`src/cls_pkg.sv`:
```
// Shared constants and types of the configurable logic slice
package cls_pkg;
	// ************************************************************
	// Widths and sizes
	// ************************************************************
	localparam int ADDR_W = 4;
	localparam int DATA_W = 16;
	localparam int LUT_AW = 4;
	localparam int LUT_DEPTH = 16;
	localparam int NUM_COLS = 4;
	localparam int ARITH_W = 2;

	// ************************************************************
	// Modes and operations
	// ************************************************************
	typedef enum logic [1:0] {
		MODE_LOGIC = 2'h0,
		MODE_RIPPLE = 2'h1,
		MODE_RAM = 2'h2,
		MODE_ROM = 2'h3
	} slice_mode_e;

	typedef enum logic [1:0] {
		OP_ADD = 2'h0,
		OP_SUB = 2'h1,
		OP_DYN = 2'h2,
		OP_MUL = 2'h3
	} arith_op_e;

	typedef enum logic [1:0] {
		CNT_UP = 2'h0,
		CNT_DOWN = 2'h1,
		CNT_UPDOWN = 2'h2,
		CNT_HOLD = 2'h3
	} cnt_mode_e;

	// ************************************************************
	// Register offsets, fields and reset values
	// ************************************************************
	localparam logic [ADDR_W-1:0] REG_CFG = 4'h0;
	localparam logic [ADDR_W-1:0] REG_LUT0 = 4'h1;
	localparam logic [ADDR_W-1:0] REG_LUT3 = 4'h4;
	localparam logic [ADDR_W-1:0] REG_STAT = 4'h5;

	localparam int CFG_MODE_LSB = 0;
	localparam int CFG_FAST = 2;
	localparam int CFG_PDP = 3;
	localparam int CFG_OP_LSB = 4;
	localparam int CFG_CNT_LSB = 6;
	localparam logic [DATA_W-1:0] CFG_RESET = 16'h0000;
	localparam logic [DATA_W-1:0] CFG_MASK = 16'h00ff;

	localparam int STAT_CNT_LSB = 0;
	localparam int STAT_GE = 2;
	localparam int STAT_NE = 3;
	localparam int STAT_LE = 4;
	localparam int STAT_GEN = 5;
	localparam int STAT_PROP = 6;
	localparam int STAT_COUT = 7;

	localparam logic [LUT_DEPTH-1:0] LUT_INIT0 = 16'h0000;
	localparam logic [LUT_DEPTH-1:0] LUT_INIT1 = 16'h0000;
	localparam logic [LUT_DEPTH-1:0] LUT_INIT2 = 16'h0000;
	localparam logic [LUT_DEPTH-1:0] LUT_INIT3 = 16'h0000;
endpackage

```
`src/arith_if.sv`:
```
// Operand and result bundle between the slice and its ripple arithmetic unit
`timescale 1ns/10ps
interface arith_if;
	import cls_pkg::*;
	arith_op_e op;
	logic [ARITH_W-1:0] a;
	logic [ARITH_W-1:0] b;
	logic cin;
	logic dyn_sub;
	logic mul_bit;
	logic [ARITH_W-1:0] sum;
	logic cout;
	logic gen;
	logic prop;
	logic ge;
	logic ne;
	logic le;

	modport core (
		input op, a, b, cin, dyn_sub, mul_bit,
		output sum, cout, gen, prop, ge, ne, le
	);
	modport user (
		output op, a, b, cin, dyn_sub, mul_bit,
		input sum, cout, gen, prop, ge, ne, le
	);
endinterface

```
`src/configurable_logic_slice.sv`:
```
// Configurable logic slice: lookup logic, ripple arithmetic, distributed RAM and ROM
//
// What this block does
// - The slice runs in one of four modes: logic, ripple arithmetic, RAM or ROM.
// - In logic mode each lookup element returns a programmed bit for each of 16 input patterns.
// - The two lookup elements of one slice combine into one five-input function.
// - Six- to eight-input functions come from chaining slices; eight inputs need more than four.
// - Ripple mode adds, subtracts, or adds/subtracts 2 bits by a dynamic control.
// - Ripple mode counts 2 bits up, down, or up/down with an asynchronous clear.
// - The up/down counter has a preload that loads a new count on the clock.
// - Ripple mode compares A and B for greater-or-equal, not-equal and less-or-equal.
// - Ripple mode offers a multiplier cell for building multipliers from slices.
// - Fast-carry configuration gives a carry-generate and carry-propagate per slice.
// - RAM mode builds a 16x4 memory from the four lookup elements of two slices.
// - A third slice supplies the address and write controls shared by the columns.
// - Single-port and pseudo dual-port 16x4 memories each fit in three slices.
// - Memory contents start from configured values, never undefined.
//
// Chosen here: the address-and-strobe port and the register addresses.
`timescale 1ns/10ps
module configurable_logic_slice (
	input wire logic CLK_I,
	input wire logic RSTN_I,
	input wire logic [cls_pkg::ADDR_W-1:0] BUS_ADDR_I,
	input wire logic [cls_pkg::DATA_W-1:0] BUS_WDATA_I,
	input wire logic BUS_WR_I,
	input wire logic BUS_RD_I,
	output logic [cls_pkg::DATA_W-1:0] BUS_RDATA_O,
	input wire logic [4:0] LUT_IN_I,
	input wire logic CHAIN_SEL_I,
	input wire logic CHAIN_F_I,
	output logic [1:0] LUT_F_O,
	output logic F5_O,
	output logic WIDE_O,
	input wire logic RAM_WE_I,
	input wire logic [cls_pkg::LUT_AW-1:0] RAM_WADDR_I,
	input wire logic [cls_pkg::LUT_AW-1:0] RAM_RADDR_I,
	input wire logic [cls_pkg::NUM_COLS-1:0] RAM_WDATA_I,
	output logic [cls_pkg::NUM_COLS-1:0] RAM_RDATA_O,
	input wire logic [cls_pkg::ARITH_W-1:0] ARITH_A_I,
	input wire logic [cls_pkg::ARITH_W-1:0] ARITH_B_I,
	input wire logic CARRY_I,
	input wire logic ADDSUB_I,
	input wire logic MUL_BIT_I,
	output logic [cls_pkg::ARITH_W-1:0] SUM_O,
	output logic CARRY_O,
	output logic GEN_O,
	output logic PROP_O,
	output logic GE_O,
	output logic NE_O,
	output logic LE_O,
	input wire logic CNT_EN_I,
	input wire logic CNT_LOAD_I,
	input wire logic [cls_pkg::ARITH_W-1:0] CNT_PRELOAD_I,
	input wire logic CNT_CLR_I,
	output logic [cls_pkg::ARITH_W-1:0] CNT_O
);
	import cls_pkg::*;

	// ************************************************************
	// Elaboration checks
	// ************************************************************
	// Look-ahead terms are written for two bits only
	if (ARITH_W != 2) begin : g_bad_arith_w
		$error("ripple unit supports a width of two bits only");
	end
	// Four storage columns make up the memory word
	if (NUM_COLS != 4) begin : g_bad_cols
		$error("memory word needs exactly four lookup columns");
	end
	// Every element holds one bit per input pattern
	if (LUT_DEPTH != (1 << LUT_AW)) begin : g_bad_depth
		$error("lookup depth must match its address width");
	end
	// A whole column moves in one register word
	if (DATA_W < LUT_DEPTH) begin : g_bad_data_w
		$error("register word narrower than a lookup column");
	end
	// Column registers sit at consecutive offsets
	if (int'(REG_LUT3) - int'(REG_LUT0) + 1 != NUM_COLS) begin : g_bad_map
		$error("column register range does not match the column count");
	end

	// ************************************************************
	// State
	// ************************************************************
	typedef struct packed {
		logic [DATA_W-1:0] cfg;
		logic [DATA_W-1:0] rdata;
		logic [ARITH_W-1:0] cnt;
	} slice_s;

	slice_s st;
	slice_s next_st;

	// ************************************************************
	// Configuration fields
	// ************************************************************
	slice_mode_e mode;
	arith_op_e op;
	cnt_mode_e cnt_mode;
	logic fast_en;
	logic pdp_en;

	assign mode = slice_mode_e'(st.cfg[CFG_MODE_LSB +: 2]);
	assign fast_en = st.cfg[CFG_FAST];
	assign pdp_en = st.cfg[CFG_PDP];
	assign op = arith_op_e'(st.cfg[CFG_OP_LSB +: 2]);
	assign cnt_mode = cnt_mode_e'(st.cfg[CFG_CNT_LSB +: 2]);

	function automatic logic is_lut_reg(input logic [ADDR_W-1:0] addr);
		return (addr >= REG_LUT0) && (addr <= REG_LUT3);
	endfunction

	function automatic logic [1:0] lut_index(input logic [ADDR_W-1:0] addr);
		logic [ADDR_W-1:0] diff;
		diff = addr - REG_LUT0;
		return diff[1:0];
	endfunction

	// ************************************************************
	// Lookup columns: slices 0 and 1, two elements each
	// ************************************************************
	localparam logic [LUT_DEPTH-1:0] INIT_TAB [NUM_COLS] = '{LUT_INIT0, LUT_INIT1, LUT_INIT2, LUT_INIT3};

	logic [LUT_AW-1:0] col_raddr;
	logic [LUT_AW-1:0] shared_addr;
	logic col_we;
	logic [NUM_COLS-1:0] col_rd;
	logic [LUT_DEPTH-1:0] col_bits [NUM_COLS];
	logic [NUM_COLS-1:0] col_load;

	// Third slice: one address and one write enable feed all columns
	assign shared_addr = RAM_WADDR_I;
	// ROM and logic modes never take user writes
	assign col_we = (mode == MODE_RAM) && RAM_WE_I;

	always_comb begin
		case (mode)
			MODE_LOGIC: col_raddr = LUT_IN_I[LUT_AW-1:0];
			MODE_RAM: col_raddr = pdp_en ? RAM_RADDR_I : shared_addr;
			MODE_ROM: col_raddr = RAM_RADDR_I;
			default: col_raddr = shared_addr;
		endcase
	end

	for (genvar i = 0; i < NUM_COLS; i++) begin : g_col
		assign col_load[i] = BUS_WR_I && is_lut_reg(BUS_ADDR_I) && (lut_index(BUS_ADDR_I) == 2'(i));

		lookup_column #(
			.INIT(INIT_TAB[i])
		) u_col (
			.clk_i(CLK_I),
			.rstn_i(RSTN_I),
			.load_i(col_load[i]),
			.load_data_i(BUS_WDATA_I),
			.we_i(col_we),
			.waddr_i(shared_addr),
			.wdata_i(RAM_WDATA_I[i]),
			.raddr_i(col_raddr),
			.rdata_o(col_rd[i]),
			.contents_o(col_bits[i])
		);
	end

	// ************************************************************
	// Logic mode outputs
	// ************************************************************
	logic f5;

	// Fifth input picks between the two elements of the slice
	assign f5 = LUT_IN_I[4] ? col_rd[1] : col_rd[0];

	always_comb begin
		if (mode == MODE_LOGIC) begin
			LUT_F_O = col_rd[1:0];
			F5_O = f5;
			// Wider functions mux this slice against a neighbour's result
			WIDE_O = CHAIN_SEL_I ? CHAIN_F_I : f5;
		end else begin
			LUT_F_O = 2'h0;
			F5_O = 1'b0;
			WIDE_O = 1'b0;
		end
	end

	// Memory read port: live in RAM and ROM modes only
	assign RAM_RDATA_O = ((mode == MODE_RAM) || (mode == MODE_ROM)) ? col_rd : 4'h0;

	// ************************************************************
	// Ripple arithmetic
	// ************************************************************
	arith_if ar ();

	assign ar.op = op;
	assign ar.a = ARITH_A_I;
	assign ar.b = ARITH_B_I;
	assign ar.cin = CARRY_I;
	assign ar.dyn_sub = ADDSUB_I;
	assign ar.mul_bit = MUL_BIT_I;

	ripple_arith u_arith (
		.port_a(ar.core)
	);

	logic ripple;

	assign ripple = mode == MODE_RIPPLE;

	always_comb begin
		if (ripple) begin
			SUM_O = ar.sum;
			CARRY_O = ar.cout;
			GE_O = ar.ge;
			NE_O = ar.ne;
			LE_O = ar.le;
			// Look-ahead terms only exist in the fast-carry setup
			GEN_O = fast_en & ar.gen;
			PROP_O = fast_en & ar.prop;
		end else begin
			SUM_O = 2'h0;
			CARRY_O = 1'b0;
			GE_O = 1'b0;
			NE_O = 1'b0;
			LE_O = 1'b0;
			GEN_O = 1'b0;
			PROP_O = 1'b0;
		end
	end

	// ************************************************************
	// Counter
	// ************************************************************
	function automatic logic [ARITH_W-1:0] step(input logic [ARITH_W-1:0] v, input logic down);
		return down ? ARITH_W'(v - 1'b1) : ARITH_W'(v + 1'b1);
	endfunction

	logic [ARITH_W-1:0] cnt_next;

	always_comb begin
		cnt_next = st.cnt;
		if (CNT_CLR_I) begin
			cnt_next = '0;
		end else if (ripple && CNT_LOAD_I) begin
			cnt_next = CNT_PRELOAD_I;
		end else if (ripple && CNT_EN_I) begin
			case (cnt_mode)
				CNT_UP: cnt_next = step(st.cnt, 1'b0);
				CNT_DOWN: cnt_next = step(st.cnt, 1'b1);
				CNT_UPDOWN: cnt_next = step(st.cnt, ADDSUB_I);
				default: cnt_next = st.cnt;
			endcase
		end
	end

	// Clear masks the output at once, without waiting for an edge
	assign CNT_O = CNT_CLR_I ? '0 : st.cnt;

	// ************************************************************
	// Register port
	// ************************************************************
	logic [DATA_W-1:0] stat_word;

	always_comb begin
		stat_word = '0;
		stat_word[STAT_CNT_LSB +: ARITH_W] = CNT_O;
		stat_word[STAT_GE] = GE_O;
		stat_word[STAT_NE] = NE_O;
		stat_word[STAT_LE] = LE_O;
		stat_word[STAT_GEN] = GEN_O;
		stat_word[STAT_PROP] = PROP_O;
		stat_word[STAT_COUT] = CARRY_O;
	end

	always_comb begin
		next_st = st;
		next_st.cnt = cnt_next;
		if (BUS_WR_I && (BUS_ADDR_I == REG_CFG)) begin
			next_st.cfg = BUS_WDATA_I & CFG_MASK;
		end
		// Read data stands only in the cycle after the strobe
		next_st.rdata = '0;
		if (BUS_RD_I) begin
			if (BUS_ADDR_I == REG_CFG) begin
				next_st.rdata = st.cfg;
			end else if (is_lut_reg(BUS_ADDR_I)) begin
				next_st.rdata = col_bits[lut_index(BUS_ADDR_I)];
			end else if (BUS_ADDR_I == REG_STAT) begin
				next_st.rdata = stat_word;
			end
		end
	end

	always_ff @(posedge CLK_I) begin
		if (!RSTN_I) begin
			st.cfg <= CFG_RESET;
			st.rdata <= '0;
			st.cnt <= '0;
		end else begin
			st <= next_st;
		end
	end

	assign BUS_RDATA_O = st.rdata;
endmodule // configurable_logic_slice

```
`src/lookup_column.sv`:
```
// One 16x1 lookup element, usable as truth table or storage column
`timescale 1ns/10ps
module lookup_column #(
	parameter logic [15:0] INIT = 16'h0000
) (
	input wire logic clk_i,
	input wire logic rstn_i,
	input wire logic load_i,
	input wire logic [15:0] load_data_i,
	input wire logic we_i,
	input wire logic [3:0] waddr_i,
	input wire logic wdata_i,
	input wire logic [3:0] raddr_i,
	output logic rdata_o,
	output logic [15:0] contents_o
);
	typedef struct packed {
		logic [15:0] bits;
	} col_s;

	col_s st;
	col_s next_st;

	always_comb begin
		next_st = st;
		if (load_i) begin
			next_st.bits = load_data_i;
		end else if (we_i) begin
			next_st.bits[waddr_i] = wdata_i;
		end
	end

	always_ff @(posedge clk_i) begin
		if (!rstn_i) begin
			st.bits <= INIT;
		end else begin
			st <= next_st;
		end
	end

	// Read stays asynchronous, as in a real lookup element
	assign rdata_o = st.bits[raddr_i];
	assign contents_o = st.bits;
endmodule // lookup_column

```
`src/ripple_arith.sv`:
```
// Two-bit ripple arithmetic, compare and carry look-ahead terms
`timescale 1ns/10ps
module ripple_arith (
	arith_if.core port_a
);
	import cls_pkg::*;

	logic do_sub;
	logic [ARITH_W-1:0] x;
	logic [ARITH_W-1:0] y;
	logic [ARITH_W-1:0] g;
	logic [ARITH_W-1:0] p;
	logic [ARITH_W:0] total;

	always_comb begin
		do_sub = (port_a.op == OP_SUB) || ((port_a.op == OP_DYN) && port_a.dyn_sub);
		if (port_a.op == OP_MUL) begin
			// Partial sum in b plus one partial product row
			x = port_a.b;
			y = port_a.a & {ARITH_W{port_a.mul_bit}};
		end else begin
			x = port_a.a;
			y = do_sub ? ~port_a.b : port_a.b;
		end
		total = {1'b0, x} + {1'b0, y} + {{ARITH_W{1'b0}}, port_a.cin};
		g = x & y;
		p = x ^ y;
	end

	assign port_a.sum = total[ARITH_W-1:0];
	assign port_a.cout = total[ARITH_W];
	assign port_a.gen = g[1] | (p[1] & g[0]);
	assign port_a.prop = p[1] & p[0];
	assign port_a.ge = port_a.a >= port_a.b;
	assign port_a.ne = port_a.a != port_a.b;
	assign port_a.le = port_a.a <= port_a.b;
endmodule // ripple_arith
```
`config.mk`:
```
export PLATFORM = sky130hd
export DESIGN_NAME = configurable_logic_slice
export DESIGN_NICKNAME = d
export VERILOG_FILES = /design/src/cls_pkg.sv /design/src/arith_if.sv /design/src/configurable_logic_slice.sv /design/src/lookup_column.sv /design/src/ripple_arith.sv
export SDC_FILE = /design/constraint.sdc
export NUM_CORES = 1
export LEC_CHECK = 0
export ABC_AREA = 1
export BUFFER_PORTS_ARGS = -buffer_cell sky130_fd_sc_hd__buf_4
export CAP_MARGIN = 20
export CORE_ASPECT_RATIO = 1.1
export CORE_UTILIZATION = 60
export CTS_CLUSTER_SIZE = 30
export DETAILED_ROUTE_END_ITERATION = 12
export PLACE_DENSITY = 0.86
export SLEW_MARGIN = 20
export SYNTH_ARGS = -nofsm -noshare
export SYNTH_HDL_FRONTEND = slang
export SYNTH_HIERARCHICAL = 1
export SYNTH_SLANG_ARGS = --single-unit
```
`constraint.sdc`:
```
create_clock -name CLK_I -period 3.3 [get_ports CLK_I]
set_input_delay 0.66 -clock CLK_I [delete_from_list [all_inputs] [get_ports CLK_I]]
set_output_delay 0.66 -clock CLK_I [all_outputs]
set_load 0.02 [all_outputs]
```
==> out/metrics.yaml <==
sta:
  max-slew-margin-rel_pct: 46.91
  setup_viol: 0
  hold_viol_final: 0
  fin_ws_ns: 0.1662
  max_freq_ghz: 0.3191
  fin_crit_sh_pct: 94.96
  tns_ns: 0
  fin_skew_ns: 0.005538
  tightest_slew_ns: 0.7963
  min_period_ns: 3.134
  slew_violations: 0
  whs_ns: 0.5289
drt:
  wl_per_cell_um: 15.05
  finalWirelength_um: 22660
  drc: 0
  drt_iter0_drc: 1072
  via_per_inst: 5.577
  first_pass_iters: 6
  num_vias: 8399
  ant_nets: 0
synthesis:
  synth.distinct_cells: 31
  yosys_warnings: 6
  syn-cell-area_mm2: 0.007274
  synthArstFlopShare_pct: 0
  synth_nets: 1360
  synth_flop_cell: "dfxtp_1"
  netlist_instances: 1290
  synth_area_per_cell_um2: 5.639
  synth_edf_count: 0
  ys_seq_area_share_pct: 24.77
  synth_seq_cells: 90
placement:
  gp_congestion: 0.9782
  hpwl_um: 16370
  post-place-ws_ns: 0.2799
  io_buffers: 89
  place_area_mm2: 0.007825
clocking:
  insertion_delay_ns: 0.35
  cts_tree: "done"
  cts_buffers: 9
  htree_levels: 3
  clockBufferDepth: 2
  cts.clk_slew.worst_paths_ns: 0.07
  clock_sinks: 90
  ctsRootBufferMaster: "clkbuf_16"
worst_setup_path:
  crit_slowest_cell: "dfxtp_2"
  path_cells: "inv_4 -> nand2_2 -> inv_2 -> nor2_4 -> nand2_1 -> nand2_4 -> buf_8 -> buf_4 -> buf_4 -> nand2_1 -> nand3_1 -> nand3_1 -> nand3_1 -> nand2_1 -> nand2_1 -> inv_1 -> buf_4"
  critPathTopFamily: "simple AND/OR/NAND/NOR gates"
  arrival_ns: 2.47
  crit_buf_inv: 7
  worst_setup_path_start_kind: "flop"
  required_ns: 2.64
  end_kind: "primary output"
  cp_slowest_stage_delay_ns: 0.35
  critPathKind: "reg -> out"
  path_max_fanout: 15
  cpMostUsedCell: "nand2_1"
pwr:
  p_sw_mw: 0.8575
  clkPwrFrac_pct: 43.4
  power_density_mw_per_mm2: 363.3
  p_int_mw: 2.135
  ir_drop_v: 0.0002627
  power_leakage_nw: 4.338
  p_sw_share_pct: 28.65
  p_seq_share_pct: 37.3
  pwr-share-comb_pct: 19.4
final_layout:
  fin_area_mm2: 0.008237
  n_antenna_cell: 0
  drive_gt1_share_pct: 12.91
  area_growth_syn_to_layout_pct: 13.23
  final_common_cell: "nand2_1"
  final_cell_mix: "nand2_1, nor2_1, inv_1, nand3_1, buf_4"
  fin_nets: 1421
  post-route-util_pct: 70.73
floorplanning:
  io_pins: 90
  rows: 41
  die_w_um: 107.0
  die_area_mm2: 0.01257
  fp.dieH_um: 117.5
  initial_core_util_pct: 62.47
  core_area_mm2: 0.01164
run:
  drv_cap: 0
grt:
  track_usage_pct: 36.72
  grt_pass1_vias: 7388
  grt_pass1_wl_um: 36380
  grt_max_degree: 43
  grt_overflow: 0
  antenna_found_initial: 0
worst_hold_path:
  hold_path.class: "reg -> reg"
status:
  status: "finished, final reports clean"
cells by family after synthesis:
logic type	count (synthesis)	share of synthesized area [%]
flops	90	24.77
buf+inv	258	16.87
xor+xnor	2	0.2408
compound gates	128	8.892
simple gates	798	46.61
fa+ha+maj	14	2.614
state kept, by name, summed over array words and instances, names as in the netlist:
register / cells
cnt_mode: 2
fast_en: 1
g_col.u_col/contents_o: 64
mode: 2
BUS_RDATA_O: 16
st: 2
pdp_en: 1
ar.op: 2
repair_timing:
action / in CTS / in global routing
hold buffers: 0 / 0
pin swaps: 0 / 1
endpoints found under the setup margin: 3 / 4
setup buffers: 0 / 1
gates resized for setup: 1 / 8
worst reg2reg max path, delay by kind of cell (launching register included):
family / cells / cell delay, ns
buf+inv: 3 / 0.55
flops: 1 / 0.35
compound gates: 1 / 0.17
simple gates: 4 / 1.01
Yosys cell counts, types with 2 or more instances:
cell type  instances  share of area [%]
fa_1               2               0.55
nand3_2            5               0.69
o21ai_0           65                4.5
inv_4              2               0.17
o21ai_1           12               0.83
nor2_1           223                 12
inv_2             11               0.57
nand2_1          376                 19
a21oi_1           49                3.4
nand3_1          169                 12
buf_4             26                2.7
ha_1              12                2.1
inv_1            185                9.5
nor2_2             2               0.17
clkbuf_8           3               0.57
buf_6             14                2.2
nand2_2           11               0.95
clkbuf_2           3               0.21
nand2_4            2               0.31
dfxtp_1           90                 25
nand3_4            3               0.72
nor2_8             3               0.83
buf_2             14               0.96
per-layer routing:
layer / up-vias / track usage [%] / share of wire, %
li1: 4084 / - / -
met1: 3699 / 48.91 / 40
met2: 520 / 56.61 / 43
met3: 96 / 5.371 / 11
met4: 0 / 20.29 / 5.6
met5: - / 0 / 0
area by class of cell:
class | instances | area [um^2]
Clock inverter | 6 | 136.4
Clock buffer | 10 | 239.0
Inverter | 198 | 748.2
Timing Repair Buffer | 110 | 845.8
Multi-Input combinational cell | 942 | 4277
Fill cell | 1068 | 3408
Tap cell | 150 | 187.7
Sequential cell | 90 | 1803
metrics by stage:
stage | power, mW | cells
2_1_floorplan | 1.493 | 1290
5_1_grt | 3.096 | 1506
4_1_cts | 2.982 | 1505
3_5_place_dp | 1.695 | 1489
3_3_place_gp | 1.686 | 1489
6_report | 2.993 | 1506
power by group through the flow:
stage               clock (mW)  combinational [mW]  sequential (mW)
finish                    1.30               0.580             1.12
detailed placement           0               0.555             1.14
floorplan                    0               0.357             1.14
CTS                       1.31               0.559             1.11
global route              1.35               0.628             1.12
global placement             0               0.547             1.14
path summary, 6_finish.rpt:
path	from	end	slack, ns	cells after the start
worst max-delay path	mode[1]$_SDFFE_PN0P_	RAM_RDATA_O[2]	0.17	17
worst min-delay path	mode[0]$_SDFFE_PN0P_	mode[0]$_SDFFE_PN0P_	0.53	2
worst max register to register	mode[1]$_SDFFE_PN0P_	g_col[2].u_col/contents_o[1]$_SDFFE_PN0P_	1.13	8
worst min register to register	mode[0]$_SDFFE_PN0P_	mode[0]$_SDFFE_PN0P_	0.53	2
Power figures use the tool's default switching activity.
